--- src/valve_io_pkg.sv ---
// Package with register map, field layout and state types of the valve discrete I/O block
package valve_io_pkg;

  // ****************************************************************
  // Register offsets (byte addresses)
  // ****************************************************************
  localparam logic [7:0] CTRL_OFS = 8'h00;
  localparam logic [7:0] MODE_OFS = 8'h04;
  localparam logic [7:0] STAT_OFS = 8'h08;
  localparam logic [7:0] IRQ_STAT_OFS = 8'h0c;
  localparam logic [7:0] IRQ_MASK_OFS = 8'h10;

  // ****************************************************************
  // Reset values
  // ****************************************************************
  localparam logic [7:0] CTRL_RST = 8'h00;
  localparam logic [7:0] MODE_RST = 8'h00;
  localparam logic [3:0] IRQ_MASK_RST = 4'h0;
  localparam logic [1:0] SYNC_RST = 2'h0;

  // ****************************************************************
  // Interrupt event bits
  // ****************************************************************
  localparam int IRQ_FAULT_SET = 0;
  localparam int IRQ_FAULT_CLR = 1;
  localparam int IRQ_ENABLE_CHG = 2;
  localparam int IRQ_SET_CHG = 3;

  // Control register fields
  typedef struct packed {
    logic [1:0] f_mon_sel;
    logic [1:0] q_mon_sel;
    logic ref_fieldbus;
    logic gray_sel;
    logic fault_gpo_val;
    logic fault_as_gpo;
  } ctrl_type;

  typedef struct packed {
    logic ref_onoff;
    logic enable_as_gpi;
    logic [5:0] chan_current;
  } mode_type;

  typedef struct packed {
    logic solenoid_short;
    logic solenoid_open;
    logic ref_cable_broken;
    logic lvdt_cable_broken;
  } fault_src_type;

  typedef struct packed {
    logic [31:0] dat;
    logic ack;
  } wb_rsp_type;

  typedef enum logic [1:0] {
    BUS_IDLE,
    BUS_ACK
  } bus_state_type;

endpackage : valve_io_pkg

--- src/valve_driver_discrete_io.sv ---
// Discrete enable, fault, parameter-set and source-select logic of the valve driver
`timescale 1ns/1ps

// What this block does
// - Enable input high lets solenoid current flow; low blocks it.
// - Enable low forces solenoid current to zero; supply stays untouched.
// - Disable inhibits only solenoid current; bus and other functions keep working.
// - Software can turn the enable input into a general-purpose input.
// - Repeat-enable output copies the current enable input state.
// - Fault output is low while any fault exists, high otherwise.
// - Faults: solenoid short or open, broken current reference, broken transducer.
// - Fault output is computed without regard to the enable input.
// - Software can turn the fault output into a general-purpose output.
// - Broken reference in current mode also disables valve operation.
// - Two select inputs pick one of four parameter sets in binary code.
// - Software can switch the set decoding from binary to Gray code.
// - Set changes take effect at any time without disable or restart.
// - Each analog channel has a software voltage or current mode with default.
// - Software can take flow and force references from the fieldbus.
// - An analog reference can be read as a two-state on-off command.
// - Monitor outputs default to primary quantity; a selector routes other signals.
// - With logic supply fitted, diagnostics keep running without solenoid power.
module valve_driver_discrete_io #(
  parameter logic [5:0] CHAN_CURRENT_DEFAULT = 6'h00
) (
  input wire logic clk_i,
  input wire logic sys_rst_i,
  input wire logic [7:0] wb_adr_i,
  input wire logic [31:0] wb_dat_i,
  input wire logic [3:0] wb_sel_i,
  input wire logic wb_we_i,
  input wire logic wb_cyc_i,
  input wire logic wb_stb_i,
  output logic [31:0] wb_dat_o,
  output logic wb_ack_o,
  input wire logic enable_i,
  input wire logic param_set_sel_0_i,
  input wire logic param_set_sel_1_i,
  input wire valve_io_pkg::fault_src_type fault_src_i,
  input wire logic solenoid_supply_ok_i,
  output logic solenoid_en_o,
  output logic repeat_enable_o,
  output logic fault_n_o,
  output logic [1:0] param_set_o,
  output logic enable_gpi_o,
  output logic ref_from_fieldbus_o,
  output logic ref_onoff_o,
  output logic [5:0] chan_current_o,
  output logic [1:0] q_mon_sel_o,
  output logic [1:0] f_mon_sel_o,
  output logic irq_o
);

  // ****************************************************************
  // State
  // ****************************************************************
  typedef struct packed {
    logic [1:0] en_sync;
    logic [1:0] sel0_sync;
    logic [1:0] sel1_sync;
    valve_io_pkg::ctrl_type ctrl;
    valve_io_pkg::mode_type mode;
    logic [3:0] irq_mask;
    logic [3:0] irq_stat;
    logic fault_prev;
    logic en_prev;
    logic [1:0] set_prev;
    logic fault_n;
    logic sol_en;
    logic rep_en;
    logic [1:0] pset;
    logic irq;
    valve_io_pkg::bus_state_type bus_st;
    valve_io_pkg::wb_rsp_type rsp;
  } state_type;

  state_type state_ff;
  state_type nxt_state;

  logic any_fault;
  logic ref_broken;
  logic [1:0] set_code;
  logic [1:0] set_dec;
  logic en_level;
  logic [3:0] events;
  logic bus_req;
  logic rd_stat;
  logic [31:0] rd_data;

  // ****************************************************************
  // Next state
  // ****************************************************************
  always_comb begin
    nxt_state = state_ff;
    // Only the second stage of each synchroniser is read below
    nxt_state.en_sync = {state_ff.en_sync[0], enable_i};
    nxt_state.sel0_sync = {state_ff.sel0_sync[0], param_set_sel_0_i};
    nxt_state.sel1_sync = {state_ff.sel1_sync[0], param_set_sel_1_i};
    en_level = state_ff.en_sync[1];
    // Reference cable break only counts while the flow channel is in current mode
    ref_broken = fault_src_i.ref_cable_broken & state_ff.mode.chan_current[0];
    any_fault = fault_src_i.solenoid_short | fault_src_i.solenoid_open
              | ref_broken | fault_src_i.lvdt_cable_broken;
    if (state_ff.ctrl.fault_as_gpo) begin
      nxt_state.fault_n = state_ff.ctrl.fault_gpo_val;
    end else begin
      nxt_state.fault_n = ~any_fault;
    end
    // Solenoid current needs enable or enable_as_gpi, no broken reference and solenoid power
    nxt_state.sol_en = (en_level | state_ff.mode.enable_as_gpi) & ~ref_broken
                     & solenoid_supply_ok_i;
    nxt_state.rep_en = en_level;
    set_code = {state_ff.sel1_sync[1], state_ff.sel0_sync[1]};
    if (state_ff.ctrl.gray_sel) begin
      set_dec = {set_code[1], set_code[1] ^ set_code[0]};
    end else begin
      set_dec = set_code;
    end
    nxt_state.pset = set_dec;
    nxt_state.fault_prev = any_fault;
    nxt_state.en_prev = en_level;
    nxt_state.set_prev = set_dec;
    events = 4'h0;
    events[valve_io_pkg::IRQ_FAULT_SET] = any_fault & ~state_ff.fault_prev;
    events[valve_io_pkg::IRQ_FAULT_CLR] = ~any_fault & state_ff.fault_prev;
    events[valve_io_pkg::IRQ_ENABLE_CHG] = en_level ^ state_ff.en_prev;
    events[valve_io_pkg::IRQ_SET_CHG] = set_dec != state_ff.set_prev;

    // Wishbone classic slave: one wait state, ack for one cycle
    // The bus stays live whatever the enable level, so software can always diagnose
    bus_req = wb_cyc_i & wb_stb_i;
    rd_stat = 1'b0;
    rd_data = 32'h0000_0000;
    case (wb_adr_i)
      valve_io_pkg::CTRL_OFS: rd_data = {24'h00_0000, state_ff.ctrl};
      valve_io_pkg::MODE_OFS: rd_data = {24'h00_0000, state_ff.mode};
      valve_io_pkg::STAT_OFS: begin
        rd_data = {24'h00_0000, state_ff.pset, en_level, ~state_ff.fault_n,
          fault_src_i};
      end
      valve_io_pkg::IRQ_STAT_OFS: begin
        rd_data = {28'h000_0000, state_ff.irq_stat};
        rd_stat = 1'b1;
      end
      valve_io_pkg::IRQ_MASK_OFS: rd_data = {28'h000_0000, state_ff.irq_mask};
      default: rd_data = 32'h0000_0000;
    endcase
    nxt_state.rsp.ack = 1'b0;
    nxt_state.irq_stat = state_ff.irq_stat;
    case (state_ff.bus_st)
      valve_io_pkg::BUS_IDLE: begin
        if (bus_req) begin
          nxt_state.rsp.ack = 1'b1;
          nxt_state.rsp.dat = wb_we_i ? 32'h0000_0000 : rd_data;
          nxt_state.bus_st = valve_io_pkg::BUS_ACK;
          if (wb_we_i && wb_sel_i[0]) begin
            case (wb_adr_i)
              valve_io_pkg::CTRL_OFS: nxt_state.ctrl = wb_dat_i[7:0];
              valve_io_pkg::MODE_OFS: nxt_state.mode = wb_dat_i[7:0];
              valve_io_pkg::IRQ_MASK_OFS: nxt_state.irq_mask = wb_dat_i[3:0];
              default: nxt_state.irq_mask = state_ff.irq_mask;
            endcase
          end else if (!wb_we_i && rd_stat) begin
            nxt_state.irq_stat = 4'h0;
          end
        end
      end
      valve_io_pkg::BUS_ACK: begin
        nxt_state.bus_st = valve_io_pkg::BUS_IDLE;
      end
      default: nxt_state.bus_st = valve_io_pkg::BUS_IDLE;
    endcase
    // A new event wins over a read-clear in the same cycle
    nxt_state.irq_stat = nxt_state.irq_stat | events;
    nxt_state.irq = |(nxt_state.irq_stat & nxt_state.irq_mask);
  end

  // ****************************************************************
  // Registers
  // ****************************************************************
  always_ff @(posedge clk_i) begin
    if (sys_rst_i) begin
      state_ff <= '0;
      state_ff.ctrl <= valve_io_pkg::CTRL_RST;
      state_ff.mode <= {valve_io_pkg::MODE_RST[7:6], CHAN_CURRENT_DEFAULT};
      state_ff.irq_mask <= valve_io_pkg::IRQ_MASK_RST;
      state_ff.fault_n <= 1'b1;
      state_ff.bus_st <= valve_io_pkg::BUS_IDLE;
    end else begin
      state_ff <= nxt_state;
    end
  end

  assign wb_dat_o = state_ff.rsp.dat;
  assign wb_ack_o = state_ff.rsp.ack;
  assign solenoid_en_o = state_ff.sol_en;
  assign repeat_enable_o = state_ff.rep_en;
  assign fault_n_o = state_ff.fault_n;
  assign param_set_o = state_ff.pset;
  assign enable_gpi_o = state_ff.rep_en;
  assign ref_from_fieldbus_o = state_ff.ctrl.ref_fieldbus;
  assign ref_onoff_o = state_ff.mode.ref_onoff;
  assign chan_current_o = state_ff.mode.chan_current;
  assign q_mon_sel_o = state_ff.ctrl.q_mon_sel;
  assign f_mon_sel_o = state_ff.ctrl.f_mon_sel;
  assign irq_o = state_ff.irq;

  // ****************************************************************
  // Assertions
  // ****************************************************************
  a_sol_off_disabled: assert property (@(posedge clk_i) disable iff (sys_rst_i)
    (!state_ff.en_sync[1] && !state_ff.mode.enable_as_gpi) |=> !solenoid_en_o)
    else $error("solenoid on while disabled");
  a_sol_on_enabled: assert property (@(posedge clk_i) disable iff (sys_rst_i)
    (state_ff.en_sync[1] && !ref_broken && solenoid_supply_ok_i) |=> solenoid_en_o)
    else $error("solenoid off while enabled");
  a_gpi_no_gate: assert property (@(posedge clk_i) disable iff (sys_rst_i)
    (state_ff.mode.enable_as_gpi && !ref_broken && solenoid_supply_ok_i)
    |=> solenoid_en_o)
    else $error("enable still gates in gpi mode");
  a_repeat_copy: assert property (@(posedge clk_i) disable iff (sys_rst_i)
    1'b1 |=> (repeat_enable_o == $past(state_ff.en_sync[1])))
    else $error("repeat enable mismatch");
  a_fault_low: assert property (@(posedge clk_i) disable iff (sys_rst_i)
    (any_fault && !state_ff.ctrl.fault_as_gpo) |=> !fault_n_o)
    else $error("fault output not low");
  a_fault_high: assert property (@(posedge clk_i) disable iff (sys_rst_i)
    (!any_fault && !state_ff.ctrl.fault_as_gpo) |=> fault_n_o)
    else $error("fault output not high");
  a_fault_gpo: assert property (@(posedge clk_i) disable iff (sys_rst_i)
    state_ff.ctrl.fault_as_gpo |=> (fault_n_o == $past(state_ff.ctrl.fault_gpo_val)))
    else $error("fault gpo value wrong");
  a_ref_break_off: assert property (@(posedge clk_i) disable iff (sys_rst_i)
    ref_broken |=> !solenoid_en_o)
    else $error("valve on with broken reference");
  a_set_latency: assert property (@(posedge clk_i) disable iff (sys_rst_i)
    $changed(param_set_sel_1_i) && !state_ff.ctrl.gray_sel && $stable(state_ff.ctrl)
    |-> ##3 (param_set_o[1] == $past(param_set_sel_1_i, 3)))
    else $error("set select latency wrong");
  a_gray_decode: assert property (@(posedge clk_i) disable iff (sys_rst_i)
    state_ff.ctrl.gray_sel |=>
    (param_set_o == {$past(set_code[1]), ^$past(set_code)}))
    else $error("gray decode wrong");
  a_pset_binary: assert property (@(posedge clk_i) disable iff (sys_rst_i)
    !state_ff.ctrl.gray_sel |=> (param_set_o == $past(set_code)))
    else $error("binary decode wrong");
  a_fault_lvdt: assert property (@(posedge clk_i) disable iff (sys_rst_i)
    (fault_src_i.lvdt_cable_broken && !state_ff.ctrl.fault_as_gpo) |=> !fault_n_o)
    else $error("transducer break not flagged");
  a_fault_short: assert property (@(posedge clk_i) disable iff (sys_rst_i)
    (fault_src_i.solenoid_short && !state_ff.ctrl.fault_as_gpo) |=> !fault_n_o)
    else $error("solenoid short not flagged");
  a_fault_open: assert property (@(posedge clk_i) disable iff (sys_rst_i)
    (fault_src_i.solenoid_open && !state_ff.ctrl.fault_as_gpo) |=> !fault_n_o)
    else $error("solenoid open not flagged");
  a_volt_ref_ok: assert property (@(posedge clk_i) disable iff (sys_rst_i)
    (fault_src_i == 4'h2 && !state_ff.mode.chan_current[0]
    && !state_ff.ctrl.fault_as_gpo) |=> fault_n_o)
    else $error("reference break flagged in voltage mode");
  a_supply_off: assert property (@(posedge clk_i) disable iff (sys_rst_i)
    !solenoid_supply_ok_i |=> !solenoid_en_o)
    else $error("solenoid on without power");

  // ****************************************************************
  // Bus, interrupt and fault-gating assertions
  // ****************************************************************
  // Ack is a single pulse; a master that holds stb past the ack cycle is acked and commits again two cycles on
  a_ack_one_cycle: assert property (@(posedge clk_i) disable iff (sys_rst_i)
    wb_ack_o |=> !wb_ack_o)
    else $error("ack longer than one cycle");
  a_ack_after_req: assert property (@(posedge clk_i) disable iff (sys_rst_i)
    (bus_req && state_ff.bus_st == valve_io_pkg::BUS_IDLE) |=> wb_ack_o)
    else $error("request not acknowledged");
  a_ack_needs_req: assert property (@(posedge clk_i) disable iff (sys_rst_i)
    (!bus_req || state_ff.bus_st != valve_io_pkg::BUS_IDLE) |=> !wb_ack_o)
    else $error("ack without request");
  a_write_ctrl: assert property (@(posedge clk_i) disable iff (sys_rst_i)
    (bus_req && state_ff.bus_st == valve_io_pkg::BUS_IDLE && wb_we_i && wb_sel_i[0]
    && wb_adr_i == valve_io_pkg::CTRL_OFS) |=> (state_ff.ctrl == $past(wb_dat_i[7:0])))
    else $error("control write lost");
  a_write_mode: assert property (@(posedge clk_i) disable iff (sys_rst_i)
    (bus_req && state_ff.bus_st == valve_io_pkg::BUS_IDLE && wb_we_i && wb_sel_i[0]
    && wb_adr_i == valve_io_pkg::MODE_OFS) |=> (state_ff.mode == $past(wb_dat_i[7:0])))
    else $error("mode write lost");
  a_sel_masked: assert property (@(posedge clk_i) disable iff (sys_rst_i)
    (bus_req && wb_we_i && !wb_sel_i[0]) |=>
    ($stable(state_ff.ctrl) && $stable(state_ff.mode) && $stable(state_ff.irq_mask)))
    else $error("masked write took effect");
  a_read_ctrl: assert property (@(posedge clk_i) disable iff (sys_rst_i)
    (bus_req && state_ff.bus_st == valve_io_pkg::BUS_IDLE && !wb_we_i
    && wb_adr_i == valve_io_pkg::CTRL_OFS) |=> (wb_dat_o == {24'h00_0000, $past(state_ff.ctrl)}))
    else $error("control read wrong");
  a_write_dat_zero: assert property (@(posedge clk_i) disable iff (sys_rst_i)
    (bus_req && state_ff.bus_st == valve_io_pkg::BUS_IDLE && wb_we_i)
    |=> (wb_dat_o == 32'h0000_0000))
    else $error("write returned data");
  // A fault edge in the read-clear cycle must not be lost
  a_set_wins: assert property (@(posedge clk_i) disable iff (sys_rst_i)
    events[valve_io_pkg::IRQ_FAULT_SET] |=> state_ff.irq_stat[valve_io_pkg::IRQ_FAULT_SET])
    else $error("fault event lost");
  a_read_clears: assert property (@(posedge clk_i) disable iff (sys_rst_i)
    (bus_req && state_ff.bus_st == valve_io_pkg::BUS_IDLE && !wb_we_i && rd_stat
    && events == 4'h0) |=> (state_ff.irq_stat == 4'h0))
    else $error("status not cleared by read");
  a_irq_level: assert property (@(posedge clk_i) disable iff (sys_rst_i)
    irq_o == |(state_ff.irq_stat & state_ff.irq_mask))
    else $error("interrupt level wrong");
  a_fault_no_gate: assert property (@(posedge clk_i) disable iff (sys_rst_i)
    (!state_ff.en_sync[1] && any_fault && !state_ff.ctrl.fault_as_gpo) |=> !fault_n_o)
    else $error("fault hidden by disable");

endmodule : valve_driver_discrete_io

--- config.mk ---
export PLATFORM = sky130hd
export DESIGN_NAME = valve_driver_discrete_io
export DESIGN_NICKNAME = d
export VERILOG_FILES = /design/src/valve_io_pkg.sv /design/src/valve_driver_discrete_io.sv
export SDC_FILE = /design/constraint.sdc
export NUM_CORES = 1
export LEC_CHECK = 0
export BUFFER_PORTS_ARGS = -buffer_cell sky130_fd_sc_hd__buf_2
export CORE_ASPECT_RATIO = 2
export CORE_MARGIN = 1
export CORE_UTILIZATION = 24
export CTS_BUF_LIST = sky130_fd_sc_hd__clkbuf_16
export DETAILED_ROUTE_END_ITERATION = 7
export PLACE_DENSITY_LB_ADDON = 0.2
export SYNTH_ARGS = -nofsm -noshare
export SYNTH_HDL_FRONTEND = slang
export SYNTH_SLANG_ARGS = --single-unit
--- constraint.sdc ---
create_clock -name clk_i -period 3 [get_ports clk_i]
set_clock_uncertainty 0.15 [all_clocks]
set_input_delay 0.6 -clock clk_i [delete_from_list [all_inputs] [get_ports clk_i]]
set_output_delay 0.6 -clock clk_i [all_outputs]
set_load 0.02 [all_outputs]
==> results.ini <==
[setup_path]
required_ns=3.01
worstPathCellList=buf_2 -> nor2b_4 -> nand4_2 -> mux2i_1 -> nor2_1
critPathSlowestCell=nand4_2
crit_family=simple AND/OR/NAND/NOR gates
worst_setup_path_end_kind=flop
startpoint_type=primary input
timing.critical_path.buf_inv=1
path_class=primary input to flop
slowest_delay_ns=0.42
cp_max_fo=12
arrival_ns=1.96

[global_routing]
track_usage_pct=11.5
grt_first_pass_wirelength_um=8390
grt_pass1_vias=1569
grt_overflow_total=0
antenna_found_initial=0
use_met3_pct=3.22
grt_busiest_layer=met2
grt.met2_usage_pct=22.4
grt.met1_usage_pct=10.1
grt_max_degree=37

[floorplan]
die_w_um=71.6
rows=50
die-height_um=141
initial_core_util_pct=24.7
core_region_area_um2=9380
io_pins=109
die_area_um2=10100

[synthesis]
synth_flop_cell=dfxtp_1
ys_ff_latch=47
syn-cell-area_um2=2320
async_flop_share_pct=0
synth-seq-area-share_pct=40.5
synth_cell_type_count=36
yosysTopAreaCell=dfxtp_1
yosys-top-cells-area=dfxtp_1, buf_4, mux2i_1
avgSynthCellArea_um2=9.64
yosys_warnings=0
yosysTopAreaCellShare_pct=40.5
synth_edf_count=0
synth_cells=241

[final_layout]
mostFrequentLayoutCells=buf_2, dfxtp_1, nor2_1
antenna_cells=0
seq_area_um2=941
drive_gt1_share_pct=29.9
area_delta_synth_final_pct=14.1
fin_nets=334
layout_commonest_cell=buf_2
n_fill_cell=1000
multi_input_comb_area_um2=1070
final_cells=382

[clocking]
cts_sinks=47
cts_hold_buf=0
post-cts-setup-buffers=0
clk_pin_slew_ns=0.07
post_cts_resized=0
htree_levels=2
clock_latency_ns=0.29
clk_path_buf_depth=2
clockRootBuffer=clkbuf_16
cts_made_buffers=5
tritoncts=done

[route]
vias=1665
first_iter_violations=69
wl_um=5640
ant_nets=0
drt_pre_antenna_iters=4
viasPerCell=4.36
drc_errors=0
wl_per_cell_um=14.8

[placement]
dp_slack_ns=0.732
dpl.hpwl_um=4390
dp.cells=374
gp_congestion=0.747
io_buffers=57

[timing]
tightest_slew_ns=0.666
max_slew_margin_pct=55.6
fin_tns_setup_ns=0
rsz0062_at_grt=no
clock.fmax_mhz=512
drv_slew=0
fin_ws_ns=1.05
min_period_ns=1.95
hold_viol=0
fin_crit_sh_pct=65.1
setup-violations-final=0

[pwr]
vdd_drop_max_uv=314
p_leak_nw=1.32
power_density_nw_per_um2=564

[run_status]
status=complete, no violations

[job]
drv_cap=0

[hold_path]
min_path_type=flop to flop

==> final timing paths <==
check	start	end	slack (ns)	depth (start not counted)
worst max-delay path	wb_adr_i[2]	chan_current_o[0]$_SDFFE_PP0P_	1.05	5
worst max register to register	state_ff[33]$_SDFFE_PP0P_	irq_o$_SDFF_PP0_	1.26	5
worst min register to register	nxt_state[70]$_SDFF_PP0_	set_code[1]$_SDFF_PP0_	0.29	1
worst min-delay path	nxt_state[70]$_SDFF_PP0_	set_code[1]$_SDFF_PP0_	0.29	1
==> sequential cells by signal, summed over array words and instances, names as in the netlist <==
signal,count
param_set_o,2
wb_ack_o,1
fault_n_o,1
q_mon_sel_o,2
state_ff,14
enable_gpi_o,1
f_mon_sel_o,2
ref_from_fieldbus_o,1
nxt_state,3
ref_onoff_o,1
en_level,1
solenoid_en_o,1
chan_current_o,6
set_code,2
irq_o,1
wb_dat_o,8
==> cell families (layout without fill, tap and decap cells) <==
kind of cell | Yosys count | in the layout | share of synthesized area [%]
DFF | 47 | 47 | 40.5
AOI/OAI and AO/OA | 29 | 29 | 9.05
buffers and inverters | 58 | 72 | 17.1
other | 1 | 24 | 0.161
xor gates and xnor gates | 3 | 3 | 1.13
muxes | 27 | 27 | 13.8
and+or+nand+nor | 76 | 76 | 18.2
==> worst reg2reg max path, cell delays in order, from the launching register on <==
cell and delay [ns]:
dfxtp_1 0.31, and4bb_1 0.34, nand4_2 0.21, a221oi_2 0.36, o22a_2 0.20, a21oi_2 0.06
==> metrics by stage <==
stage	total power [W]	area (µm²)	util, %	hold slack, ns
2_1_floorplan	0.000765	2410	-	0.264
3_3_place_gp	0.000787	2460	26.2	0.270
3_5_place_dp	0.000788	2460	26.2	0.272
4_1_cts	0.00151	2650	28.2	0.288
5_1_grt	0.00155	2650	28.2	0.310
6_report	0.00149	2650	28.2	0.286
==> report_power, final <==
part	leakage [nW]	switching [W]	internal, W	total (W)
logic	0.845	0.0000866	0.0000420	0.000129
registers	0.382	0.00000734	0.000636	0.000643
clock network	0.0952	0.000247	0.000475	0.000722
total	1.32	0.000341	0.00115	0.00149
==> synth_stat cells, drive strengths merged, types with 3 or more instances <==
cell,instances
nor3,3
a22oi,9
mux2i,23
buf,48
nand4,4
inv,5
nor2,41
dfxtp,47
o21ai,9
nand2,11
nor2b,11
clkbuf,5
mux4,4
a21oi,4
==> metal layers <==
metal  wire, µm  vias up
li1           -      820
met1       1970      769
met2       3200       64
met3        256       12
met4        205        0
met5          0        -
==> area by class of cell <==
type,instances,share of cell area (%)
clock buffer,5,4.72
clock inverter,3,2.41
inverter,5,0.709
multi-input combinational,159,40.4
sequential,47,35.5
tap,104,4.91
timing repair buffer,59,11.3
(Power assumes the default switching activity.)
